===== config.mk =====
export PLATFORM = sky130hd
export DESIGN_NAME = lsrc_regs
export DESIGN_NICKNAME = d
export VERILOG_FILES = /design/src/lsrc_pkg.sv /design/src/lsrc_regs.sv
export SDC_FILE = /design/constraint.sdc
export NUM_CORES = 1
export LEC_CHECK = 0
export BUFFER_PORTS_ARGS = -buffer_cell sky130_fd_sc_hd__buf_4
export CORE_MARGIN = 2
export CORE_UTILIZATION = 30
export CTS_BUF_LIST = sky130_fd_sc_hd__clkbuf_4 sky130_fd_sc_hd__clkbuf_8 sky130_fd_sc_hd__clkbuf_16
export CTS_CLUSTER_DIAMETER = 80
export DETAILED_ROUTE_END_ITERATION = 8
export GPL_ROUTABILITY_DRIVEN = 0
export PLACE_DENSITY_LB_ADDON = 0.05
export SLEW_MARGIN = 5
export SYNTH_ARGS = -nofsm -noshare
export SYNTH_HDL_FRONTEND = slang
export SYNTH_SLANG_ARGS = --single-unit

===== constraint.sdc =====
create_clock -name clock_i -period 52.6 [get_ports clock_i]
set_clock_uncertainty 0.15 [all_clocks]
set_input_delay 10.52 -clock clock_i [delete_from_list [all_inputs] [get_ports clock_i]]
set_output_delay 10.52 -clock clock_i [all_outputs]
set_load 0.02 [all_outputs]

===== src/lsrc_pkg.sv =====
// Constants and types for the LED sink control register bank
package lsrc_pkg;
    // Register offsets
    localparam logic [7:0] DARK_DIM_CURRENT_OFFS = 8'h0e;
    localparam logic [7:0] SINK_FADE_LAW_CTRL_OFFS = 8'h0f;
    localparam logic [7:0] SINK_ENABLE_CTRL_OFFS = 8'h10;
    localparam logic [7:0] SINK_TIMING_UPPER_OFFS = 8'h11;
    // Field positions and writable masks
    localparam int DARK_DIM_CODE_LSB = 0;
    localparam logic [7:0] DARK_DIM_MASK = 8'h7f;
    localparam int SINK_FADE_LAW_LSB = 0;
    localparam logic [7:0] SINK_FADE_LAW_MASK = 8'h03;
    localparam logic [7:0] SINK_ENABLE_MASK = 8'h7f;
    localparam int SINK_ON_TIME_LSB = 6;
    localparam int SINK7_OFF_TIME_LSB = 4;
    localparam int SINK6_OFF_TIME_LSB = 2;
    localparam int SINK5_OFF_TIME_LSB = 0;
    // Reset values
    localparam logic [6:0] DARK_DIM_RESET = 7'h00;
    localparam logic [1:0] SINK_FADE_LAW_RESET = 2'h0;
    localparam logic [6:0] SINK_ENABLE_RESET = 7'h00;
    localparam logic [7:0] SINK_TIMING_RESET = 8'h00;
    // Fade law codes
    localparam logic [1:0] LAW_LINEAR = 2'h0;
    localparam logic [1:0] LAW_SQUARE = 2'h1;
    localparam logic [1:0] LAW_CUBIC_A = 2'h2;
    localparam logic [1:0] LAW_CUBIC_B = 2'h3;
    // Dim current mapping, in microamps
    localparam logic [6:0] DIM_CODE_FULL = 7'h7f;
    localparam logic [14:0] DIM_FULL_UA = 15'h7530;
    localparam logic [14:0] DIM_LIN_STEP_UA = 15'h00ec;
    localparam logic [31:0] DIM_FULL_SQ = 32'h0000_3f01;
    // Blink timing: all times are whole tenths of a second
    localparam int CLK_PERIOD_NS = 10;
    localparam int TICK_NS = 100_000_000;
    localparam int TICK_CYCLES_DOC = TICK_NS / CLK_PERIOD_NS;
    localparam int PRESC_W = 24;
    localparam int TICK_CNT_W = 5;
    localparam logic [4:0] ON_TICKS_0 = 5'h02;
    localparam logic [4:0] ON_TICKS_1 = 5'h06;
    localparam logic [4:0] ON_TICKS_2 = 5'h08;
    localparam logic [4:0] ON_TICKS_3 = 5'h0c;
    localparam logic [4:0] OFF_TICKS_1 = 5'h06;
    localparam logic [4:0] OFF_TICKS_2 = 5'h0c;
    localparam logic [4:0] OFF_TICKS_3 = 5'h12;
    localparam int NUM_SINKS = 7;

    typedef enum logic [1:0] {
        PH_ON = 2'b01,
        PH_OFF = 2'b10
    } lsrc_phase_t;
endpackage


===== src/lsrc_regs.sv =====
// LED sink control registers with blink timing and dark dim current selection
`timescale 1ns/100ps
module lsrc_regs
    import lsrc_pkg::*;
#(
    parameter int TICK_CYCLES = TICK_CYCLES_DOC
) (
    // Clock and reset
    input wire logic clock_i,
    input wire logic resetn_i,
    // Register access port
    input wire logic wr_en_i,
    input wire logic [7:0] addr_i,
    input wire logic [7:0] wdata_i,
    output logic [7:0] rdata_o,
    // Backlight selection
    input wire logic dim_timeout_i,
    input wire logic force_dim_i,
    input wire logic bl_square_law_i,
    input wire logic [6:0] bright_code_i,
    output logic [6:0] bl_code_o,
    output logic [14:0] dim_current_ua_o,
    output logic dimmed_o,
    // Off times of sinks 4 to 1, two bits each, sink 4 on top
    input wire logic [7:0] sink_lower_off_i,
    // Sink drive and fade law decode
    output logic [6:0] sink_on_o,
    output logic [1:0] sink_fade_law_o,
    output logic fade_square_dac_o,
    output logic fade_nonlinear_time_o,
    output logic fade_cubic_alt_o
);
    typedef struct packed {
        logic [6:0] dark_dim_code;
        logic [1:0] sink_fade_law;
        logic [6:0] sink_enable;
        logic [7:0] timing;
        logic [PRESC_W-1:0] presc;
        lsrc_phase_t [NUM_SINKS-1:0] phase;
        logic [NUM_SINKS-1:0][TICK_CNT_W-1:0] cnt;
        logic [6:0] sink_on;
        logic [7:0] rdata;
        logic [6:0] bl_code;
        logic [14:0] dim_ua;
        logic dimmed;
        logic square_dac;
        logic nonlin_time;
        logic cubic_alt;
    } lsrc_state_t;

    lsrc_state_t cur;
    lsrc_state_t next_cur;

    function automatic logic [4:0] on_ticks(input logic [1:0] code);
        unique case (code)
            2'h0: on_ticks = ON_TICKS_0;
            2'h1: on_ticks = ON_TICKS_1;
            2'h2: on_ticks = ON_TICKS_2;
            2'h3: on_ticks = ON_TICKS_3;
        endcase
    endfunction

    function automatic logic [4:0] off_ticks(input logic [1:0] code);
        unique case (code)
            2'h1: off_ticks = OFF_TICKS_1;
            2'h2: off_ticks = OFF_TICKS_2;
            2'h3: off_ticks = OFF_TICKS_3;
            2'h0: off_ticks = 5'h00;
        endcase
    endfunction

    function automatic logic [14:0] code_to_ua(input logic [6:0] code, input logic square);
        logic [31:0] sq;
        sq = 32'(code) * 32'(code) * 32'(DIM_FULL_UA);
        if (code == DIM_CODE_FULL) begin
            code_to_ua = DIM_FULL_UA;
        end else if (square) begin
            code_to_ua = 15'(sq / DIM_FULL_SQ);
        end else begin
            code_to_ua = 15'(code) * DIM_LIN_STEP_UA;
        end
    endfunction

    logic [NUM_SINKS-1:0][1:0] off_code;
    logic [6:0] rising;
    logic tick;
    logic en_wr;

    assign off_code[6] = cur.timing[SINK7_OFF_TIME_LSB +: 2];
    assign off_code[5] = cur.timing[SINK6_OFF_TIME_LSB +: 2];
    assign off_code[4] = cur.timing[SINK5_OFF_TIME_LSB +: 2];
    assign off_code[3] = sink_lower_off_i[7:6];
    assign off_code[2] = sink_lower_off_i[5:4];
    assign off_code[1] = sink_lower_off_i[3:2];
    assign off_code[0] = sink_lower_off_i[1:0];
    assign en_wr = wr_en_i && (addr_i == SINK_ENABLE_CTRL_OFFS);
    assign rising = en_wr ? (wdata_i[6:0] & ~cur.sink_enable) : 7'h00;
    assign tick = (cur.presc == PRESC_W'(TICK_CYCLES - 1));

    always_comb begin
        next_cur = cur;
        // Writes keep only defined bits, so reserved bits stay zero
        if (wr_en_i) begin
            unique case (addr_i)
                DARK_DIM_CURRENT_OFFS: next_cur.dark_dim_code = wdata_i[DARK_DIM_CODE_LSB +: 7];
                SINK_FADE_LAW_CTRL_OFFS: next_cur.sink_fade_law = wdata_i[SINK_FADE_LAW_LSB +: 2];
                SINK_ENABLE_CTRL_OFFS: next_cur.sink_enable = wdata_i[6:0];
                SINK_TIMING_UPPER_OFFS: next_cur.timing = wdata_i;
                default: ;
            endcase
        end
        // A write that starts sinks restarts the shared tick, so sinks enabled together blink in step
        if (rising != 7'h00) begin
            next_cur.presc = '0;
        end else if (tick) begin
            next_cur.presc = '0;
        end else begin
            next_cur.presc = PRESC_W'(cur.presc + 1'b1);
        end
        for (int i = 0; i < NUM_SINKS; i++) begin
            if (!cur.sink_enable[i] || rising[i] || off_code[i] == 2'h0) begin
                next_cur.phase[i] = PH_ON;
                next_cur.cnt[i] = '0;
            end else if (tick) begin
                next_cur.cnt[i] = TICK_CNT_W'(cur.cnt[i] + 1'b1);
                unique case (cur.phase[i])
                    PH_ON: begin
                        if (next_cur.cnt[i] >= on_ticks(cur.timing[SINK_ON_TIME_LSB +: 2])) begin
                            next_cur.phase[i] = PH_OFF;
                            next_cur.cnt[i] = '0;
                        end
                    end
                    PH_OFF: begin
                        if (next_cur.cnt[i] >= off_ticks(off_code[i])) begin
                            next_cur.phase[i] = PH_ON;
                            next_cur.cnt[i] = '0;
                        end
                    end
                    default: begin
                        next_cur.phase[i] = PH_ON;
                        next_cur.cnt[i] = '0;
                    end
                endcase
            end
            next_cur.sink_on[i] = next_cur.sink_enable[i] && (next_cur.phase[i] == PH_ON);
        end
        next_cur.dimmed = dim_timeout_i || force_dim_i;
        next_cur.bl_code = next_cur.dimmed ? cur.dark_dim_code : bright_code_i;
        next_cur.dim_ua = code_to_ua(cur.dark_dim_code, bl_square_law_i);
        next_cur.square_dac = (cur.sink_fade_law != LAW_LINEAR);
        next_cur.nonlin_time = (cur.sink_fade_law == LAW_CUBIC_A) || (cur.sink_fade_law == LAW_CUBIC_B);
        next_cur.cubic_alt = (cur.sink_fade_law == LAW_CUBIC_B);
        unique case (addr_i)
            DARK_DIM_CURRENT_OFFS: next_cur.rdata = {1'b0, cur.dark_dim_code} & DARK_DIM_MASK;
            SINK_FADE_LAW_CTRL_OFFS: next_cur.rdata = {6'h00, cur.sink_fade_law} & SINK_FADE_LAW_MASK;
            SINK_ENABLE_CTRL_OFFS: next_cur.rdata = {1'b0, cur.sink_enable} & SINK_ENABLE_MASK;
            SINK_TIMING_UPPER_OFFS: next_cur.rdata = cur.timing;
            default: next_cur.rdata = 8'h00;
        endcase
    end

    always_ff @(posedge clock_i or negedge resetn_i) begin
        if (!resetn_i) begin
            cur <= '0;
            cur.dark_dim_code <= DARK_DIM_RESET;
            cur.sink_fade_law <= SINK_FADE_LAW_RESET;
            cur.sink_enable <= SINK_ENABLE_RESET;
            cur.timing <= SINK_TIMING_RESET;
            cur.phase <= '{default: PH_ON};
        end else begin
            cur <= next_cur;
        end
    end

    assign rdata_o = cur.rdata;
    assign bl_code_o = cur.bl_code;
    assign dim_current_ua_o = cur.dim_ua;
    assign dimmed_o = cur.dimmed;
    assign sink_on_o = cur.sink_on;
    assign sink_fade_law_o = cur.sink_fade_law;
    assign fade_square_dac_o = cur.square_dac;
    assign fade_nonlinear_time_o = cur.nonlin_time;
    assign fade_cubic_alt_o = cur.cubic_alt;
endmodule


* Word level (Yosys, flattened, before mapping)
Cells that the tools add are included.
** Storage, ports and cells
- Bits in registers :: 138
** Cells by class
- $add $sub $neg :: 8
- Multiply operators :: 3
- Div/mod/pow operators :: 1
- Order comparisons :: 14
- Eq/ne operators :: 53
- Mux-type cells :: 130
- Bitwise operators :: 2
- Reductions and logical operators :: 51
** Operators with widths (count)
- $mux W5 :: 70
- $pmux W5 S4 :: 8
- $ge A5 B5 Y1 :: 14
- $pmux W5 S2 :: 7
- $mux W2 :: 28
- $eq A2 B2 Y1 const B :: 25
- $mux W24 :: 2
- $mux W15 :: 3
- $eq A2 B1 Y1 const B :: 22
- $add A5 B1 Y5 const B :: 7
- $div A29 B14 Y32 const B :: 1
- $pmux W8 S4 :: 1
- $pmux W2 S2 :: 7
- $mul A14 B11 Y25 const B :: 1
- $add A24 B1 Y24 const B :: 1
- $eq A24 B24 Y1 const B :: 1
- $mux W7 :: 3
- $eq A8 B4 Y1 const B :: 2
- $eq A8 B5 Y1 const B :: 2
- $logic_not A2 Y1 :: 8
- $logic_or A1 B1 Y1 :: 16
- $reduce_bool A2 Y1 :: 8
- $mul A7 B7 Y14 :: 1
- $mul A7 B6 Y13 const B :: 1
- 8 further kinds :: 23

* Depth between registers and ports, before layout
Gate-level depths: netlist of the first run.
- Depth after elaboration :: 13
- Gate-level depth with buffers :: 109

* Worst setup path before layout of the first run
OpenSTA, ideal clock, no wires.
- Path kind :: register -> register
- Start point :: register cur[131] in the netlist's numbering
- End point :: register cur (netlist bit dim_current_ua_o[0])
- Library setup time :: 0.141 ns
- Arrival time :: 23.994 ns
- Required time :: 52.309 ns
- Path slack :: 28.315 ns
- Cell stages (with the launch flop) :: 102
- Period minus slack after synthesis :: 24.285 ns
- Cells stage by stage :: dfrtp_1 clkbuf_1 clkbuf_1 nand2_1 xor2_1 ha_1 inv_1 fa_1 inv_1 fa_1 inv_1 fa_1 inv_1 ha_1 a21o_1 a21o_1 a21o_1 a21o_1 [66 not listed] xnor2_1 ha_1 clkbuf_1 o211ai_1 a2111oi_0 o21ai_0 a2111oi_4 a21bo_2 nand2_2 inv_2 ha_1 nor2_1 and4_1 a21oi_1 a2111oi_4 mux2_1 o2111ai_1 a41oi_1
** RTL lines
- start, declared :: RTL line lsrc_regs.sv:51 : lsrc_state_t cur;
- start signal, assigned :: RTL line lsrc_regs.sv:171 : cur <= next_cur;

==> flow_summary_export.csv, run 1 <==
group,metric,value,unit
sta,maxSlewViolCount,0,
setup_path,worst-r2r-cell-count,89,
yosys,synth_most_common_cell,"nand2_1",
clock_tree,ctsResizeCount,0,
global_routing,grt-ovfl-total,0,
yosys,yosys.area.top_type,"dfrtp_1",
global_routing,grt_max_degree,95,
routing,vias,21379,
clock_tree,cts_buffers,17,
setup_path,end_kind,"flip-flop",
yosys,avgSynthCellArea,7.96,µm²
clock_tree,clock_path_buffers,2,
setup_path,cp_data_required_time,52.78,ns
yosys,yosys_warnings,0,
setup_path,startpoint_type,"flip-flop",
setup_path,critPathMostFrequentCell,"ha_1",
global_routing,grt_usage,0.199,
floorplan,die_area,79000,µm²
global_routing,busiest_layer,"met2",
clock_tree,tritoncts,"yes",
setup_path,slowest_stage,"o21ai_1",
yosys,netlist_instances,2896,
yosys,syn_area,23000,µm²
floorplan,fp.dieH,281,µm
sta,period_share,0.550,
sta,clock.fmax,34.6,MHz
sta,rsz0062_at_grt,"no",
setup_path,r2r-start,"cur[135]",
routing,wl,78.6,mm
floorplan,die_x,281,µm
clock_tree,clk_latency,0.48,ns
setup_path,rr_endpoint,"dim_current_ua_o[0]",
floorplan,core,75900,µm²
global_routing,use_met1,0.266,
hold_path,hold_end,"cur[90]",
routing,wl_per_cell,20.0,µm
placed_design,dp_hpwl,64.6,mm
clock_tree,hold_buffers,0,
yosys,synth_area_leaders,"dfrtp_1 14%, ha_1 13%, fa_1 5.6%",
hold_path,hold_path.class,"reg2reg",
floorplan,start_util,0.303,
placed_design,numPortBuffers,79,
job,drv_cap,0,
global_routing,antenna_found_initial,1,
global_routing,grt_pass1_wl,124,mm
setup_path,criticalPathCategory,"reg2reg",
hold_path,min_path_cells,1,
yosys,synth_fp_nets,3233,
yosys,ys_async_sr_fraction,1.00,
floorplan,ios,80,
setup_path,crit_fanout,16,
setup_path,cpPeakStageDelay,0.72,ns
routing,ant_nets,0,
routing,drtIter0Drc,1117,
sta,hold_viol,0,
yosys,synth_seq_cells,138,
finish,nNetsFinal,3231,
routing,drc,0,
finish,fillerInstances,8116,
clock_tree,cts.sinks,138,
sta,setup_viol,0,
yosys,synth_common_cells,"287 x nand2_1, 243 x nor2_1, 236 x ha_1, 227 x inv_1, 141 x a21oi_1",
sta,period_needed,28.92,ns
sta,finalSetupTns,0,ns
global_routing,grt_util_met3,0.0215,
finish,area_growth,8.50,%
routing,avgViaCountPerCell,5.43,
clock_tree,clk_pin_slew,0.06,ns
finish,drive_above_1_share,0.108,
clock_tree,cts_max_level,4,
yosys,synth_top_cell_area_share,0.142,
yosys,synth_cell_types,145,
sta,worst_slew_pin_slew,1.06,ns
hold_path,min_from,"cur[90]",
clock_tree,cts_setup_buffers,0,
global_routing,grt_pass1_vias,21206,
setup_path,arrival,29.09,ns
floorplan,rows,101,
sta,relSlewSlack,0.291,
yosys,synth_edf_count,0,
finish,n_antenna_cell,0,
global_routing,met2_usage,0.341,
setup_path,r2r_setup_slack,23.68,ns
outcome,status,"finished clean",
yosys,ys_seq_area_frac,0.150,
routing,drt-pass1-iter-count,5,
clock_tree,cts_root_buf,"clkbuf_16",
yosys,synth_top_flop_cell,"dfrtp_1",
cells in the final DEF (no fill, tap or decap), types with 30 or more instances in the layout:
cell type and n:
nand2_1 287, nor2_1 243, ha_1 236, inv_1 227, a21oi_1 141, xnor2_1 135, o21ai_0 133, dfrtp_1 131
nand3_1 107, buf_4 89, xor2_1 72, nor3_1 71, fa_1 64, and2_1 41, or3_1 38, a211oi_1 36
and3_1 33, a21o_1 33, nand4_1 32, a31oi_1 32, nand2b_1 30
worst max-delay path: cells and delay by family (launching register included):
kind / cells / cell delay, ns
AOI/OAI and AO/OA: 34 / 11.13
and+or+nand+nor: 23 / 7.25
adders and majority gates: 15 / 5.41
xor gates and xnor gates: 4 / 1.57
buffers and inverters: 10 / 1.36
muxes: 3 / 1.19
DFF: 1 / 0.64
layout make-up:
type / count / area (µm²) / area share
clock buffers: 18 / 433 / 0.0173
clock inverters: 14 / 188 / 0.00751
inverters: 233 / 875 / 0.0350
multi-input cells: 2414 / 18100 / 0.723
flip-flops and latches: 138 / 3460 / 0.138
well taps: 1030 / 1290 / 0.0515
repair buffers: 90 / 679 / 0.0272
worst max path at each step:
stage | from | endpoint | slack (ns) | cells after the start
after CTS | cur[135] | dim_current_ua_o[0] | 23.91 | 90
final | cur[135] | dim_current_ua_o[0] | 23.68 | 89
after floorplan | cur[131] | dim_current_ua_o[0] | 28.31 | 101
after global placement | cur[135] | dim_current_ua_o[0] | 24.53 | 89
after global routing | cur[135] | dim_current_ua_o[0] | 21.57 | 89
after detailed placement | cur[135] | dim_current_ua_o[0] | 24.02 | 89
logic make-up after synthesis:
kind of cell,after synthesis,synth area share
and+or+nand+nor,1096,0.251
AOI/OAI and AO/OA,753,0.242
buffers and inverters,344,0.0661
adders and majority gates,302,0.185
xor gates and xnor gates,211,0.0820
DFF,138,0.150
muxes,52,0.0250
metal layers:
layer,wire [µm],vias up
met4,1530,0
met2,37600,375
li1,-,10503
met1,37100,10430
met5,0,-
met3,2430,71
flip-flops by register name (all words and copies together), names as in the netlist:
register,flops
fade_cubic_alt_o,1
fade_nonlinear_time_o,1
sink_on_o,7
dimmed_o,1
rdata_o,8
cur,95
fade_square_dac_o,1
dim_current_ua_o,15
bl_code_o,7
sink_fade_law_o,2
stage by stage:
step           instances  instance area [µm²]  setup slack [ns]  utilization  hold slack (ns)
5_1_grt             3937                25000             21.57        0.329            0.369
4_1_cts             3937                25000             23.91        0.329            0.358
2_1_floorplan       2896                23000             28.31            -            0.316
6_report            3937                25000             23.68        0.329            0.352
3_3_place_gp        3905                24400             24.53        0.321            0.349
3_5_place_dp        3905                24400             24.02        0.321            0.354
Power of run 1 is not shown: default switching activity piles up to over one toggle a cycle in this logic, so the estimate is an artifact.
==> inputs of run 2 (changes only) <==
clock period = 23.5 ns   (was 52.6 ns; I/O delays follow)
==> flow_summary_export.csv, run 2 (synthesis gave the netlist of run 1 again) <==
group,metric,value,unit
routing,wl_per_cell,19.3,µm
setup_path,rr_endpoint,"dim_current_ua_o[0]",
setup_path,path_depth,92,
finish,layout_commonest_cell,"buf_4",
floorplan,ios,80,
clock_tree,cts_max_level,4,
sta,period_needed,22.73,ns
floorplan,die_area,79000,µm²
routing,wl,82.2,mm
finish,seqCellArea,3460,µm²
setup_path,critPathBufInv,9,
setup_path,critPathMostFrequentCell,"ha_1",
clock_tree,clk_latency,0.47,ns
setup_path,slowest_stage,"or4_4",
global_routing,grt_pass1_vias,22260,
clock_tree,cts_buffers,17,
finish,multi_input_area,19300,µm²
floorplan,rows,101,
setup_path,end_kind,"flip-flop",
placed_design,placed_cell_area,26500,µm²
finish,largest_reg_flops,95,
setup_path,startpoint,"cur[132]",
global_routing,grt_max_degree,89,
setup_path,cp_data_required_time,23.68,ns
finish,nNetsFinal,3560,
global_routing,grt_pass1_wl,126,mm
routing,drtIter0Drc,1322,
global_routing,antenna_found_initial,2,
sta,setup_viol,0,
routing,ant_nets,0,
placed_design,dp_hpwl,67.0,mm
setup_path,worst-r2r-cell-count,92,
routing,vias,22673,
sta,clock.fmax,44.0,MHz
global_routing,grt_usage,0.202,
clock_tree,cts.sinks,138,
setup_path,crit_fanout,13,
finish,mostFrequentLayoutCells,"409 x buf_4, 279 x nand2_1, 233 x nor2_1",
routing,avgViaCountPerCell,5.31,
finish,n_antenna_cell,0,
finish,area_growth,24.4,%
setup_path,cpPeakStageDelay,0.63,ns
setup_path,path_delay_family,"compound AO/OA/AOI/OAI gates",
setup_path,r2r-start,"cur[132]",
sta,maxSlewViolCount,0,
routing,drt-pass1-iter-count,5,
setup_path,r2r_setup_slack,0.77,ns
sta,period_share,0.967,
job,drv_cap,0,
clock_tree,tritoncts,"yes",
floorplan,fp.dieH,281,µm
finish,regMostFlops,"cur",
floorplan,die_x,281,µm
floorplan,core,75900,µm²
setup_path,criticalPathCategory,"reg2reg",
clock_tree,cts_root_buf,"clkbuf_16",
finish,fillerInstances,7858,
clock_tree,clk_pin_slew,0.06,ns
finish,finalInstanceArea,28700,µm²
setup_path,crit_end,"dim_current_ua_o[0]",
sta,hold_viol,0,
clock_tree,clock_path_buffers,2,
outcome,status,"finished clean",
placed_design,dp_cells,4169,
routing,drc,0,
floorplan,start_util,0.303,
sta,relSlewSlack,0.360,
finish,final_cells,4266,
finish,drive_above_1_share,0.252,
sta,worst_slew_pin_slew,0.960,ns
placed_design,numPortBuffers,79,
global_routing,grt-ovfl-total,0,
setup_path,arrival,22.91,ns
hold_path,hold_path.class,"reg2reg",
clock_tree,hold_buffers,0,
setup_path,startpoint_type,"flip-flop",
[run 2: cell types whose count changed in the layout (fill, tap and decap cells not counted), moves of 13 or more]
cell,delta
buf_4,+320
xnor2_1,-15
a211oi_1,-15
nor3_1,-13
a21oi_1,-17
xnor2_2,+15
a21oi_2,+13
[run 2: timing repair]
item | CTS | global route
endpoints found under the hold margin | 0 | 0
setup endpoints to repair | 1 | 2
resized for setup | 17 | 205
setup buffers | 8 | 56
cloned | 0 | 1
pin swaps | 8 | 77
[run 2: how the worst min path moves through the flow]
stage,startpoint,end,slack (ns),depth (start not counted)
floorplan,cur[120],rdata_o[6],0.32,2
global placement,sink_fade_law_o[1],fade_nonlinear_time_o,0.31,0
detailed placement,sink_fade_law_o[1],fade_nonlinear_time_o,0.32,0
CTS,sink_fade_law_o[1],fade_nonlinear_time_o,0.33,0
global route,sink_fade_law_o[1],fade_nonlinear_time_o,0.37,0
finish,sink_fade_law_o[1],fade_nonlinear_time_o,0.33,0
[run 2: per-stage QoR]
stage | hold WS, ns | setup TNS [ns] | utilization | worst slack (ns)
6_report | 0.327 | 0 | 0.378 | 0.765
5_1_grt | 0.369 | -0.235 | 0.378 | -0.235
3_5_place_dp | 0.316 | -0.349 | 0.349 | -0.349
2_1_floorplan | 0.316 | 0 | - | 0.00505
4_1_cts | 0.335 | 0 | 0.358 | 0.00632
3_3_place_gp | 0.314 | -0.0941 | 0.349 | -0.0941
[run 2: layout make-up]
| cell class | instances | area share |
|---|---|---|
| Clock buffer | 22 | 0.0168 |
| Inverter | 233 | 0.0305 |
| Clock inverter | 10 | 0.00319 |
| Timing Repair Buffer | 418 | 0.111 |
| Sequential cell | 138 | 0.121 |
| Multi-Input combinational cell | 2415 | 0.673 |
| Tap cell | 1030 | 0.0449 |
[run 2: metal layers]
layer	routed length [µm]	global-route usage
met1	39300	0.276
met2	39400	0.345
met3	2600	0.0217
met4	864	0.0339
met5	25	0
Power of run 2 is left out for the same reason.
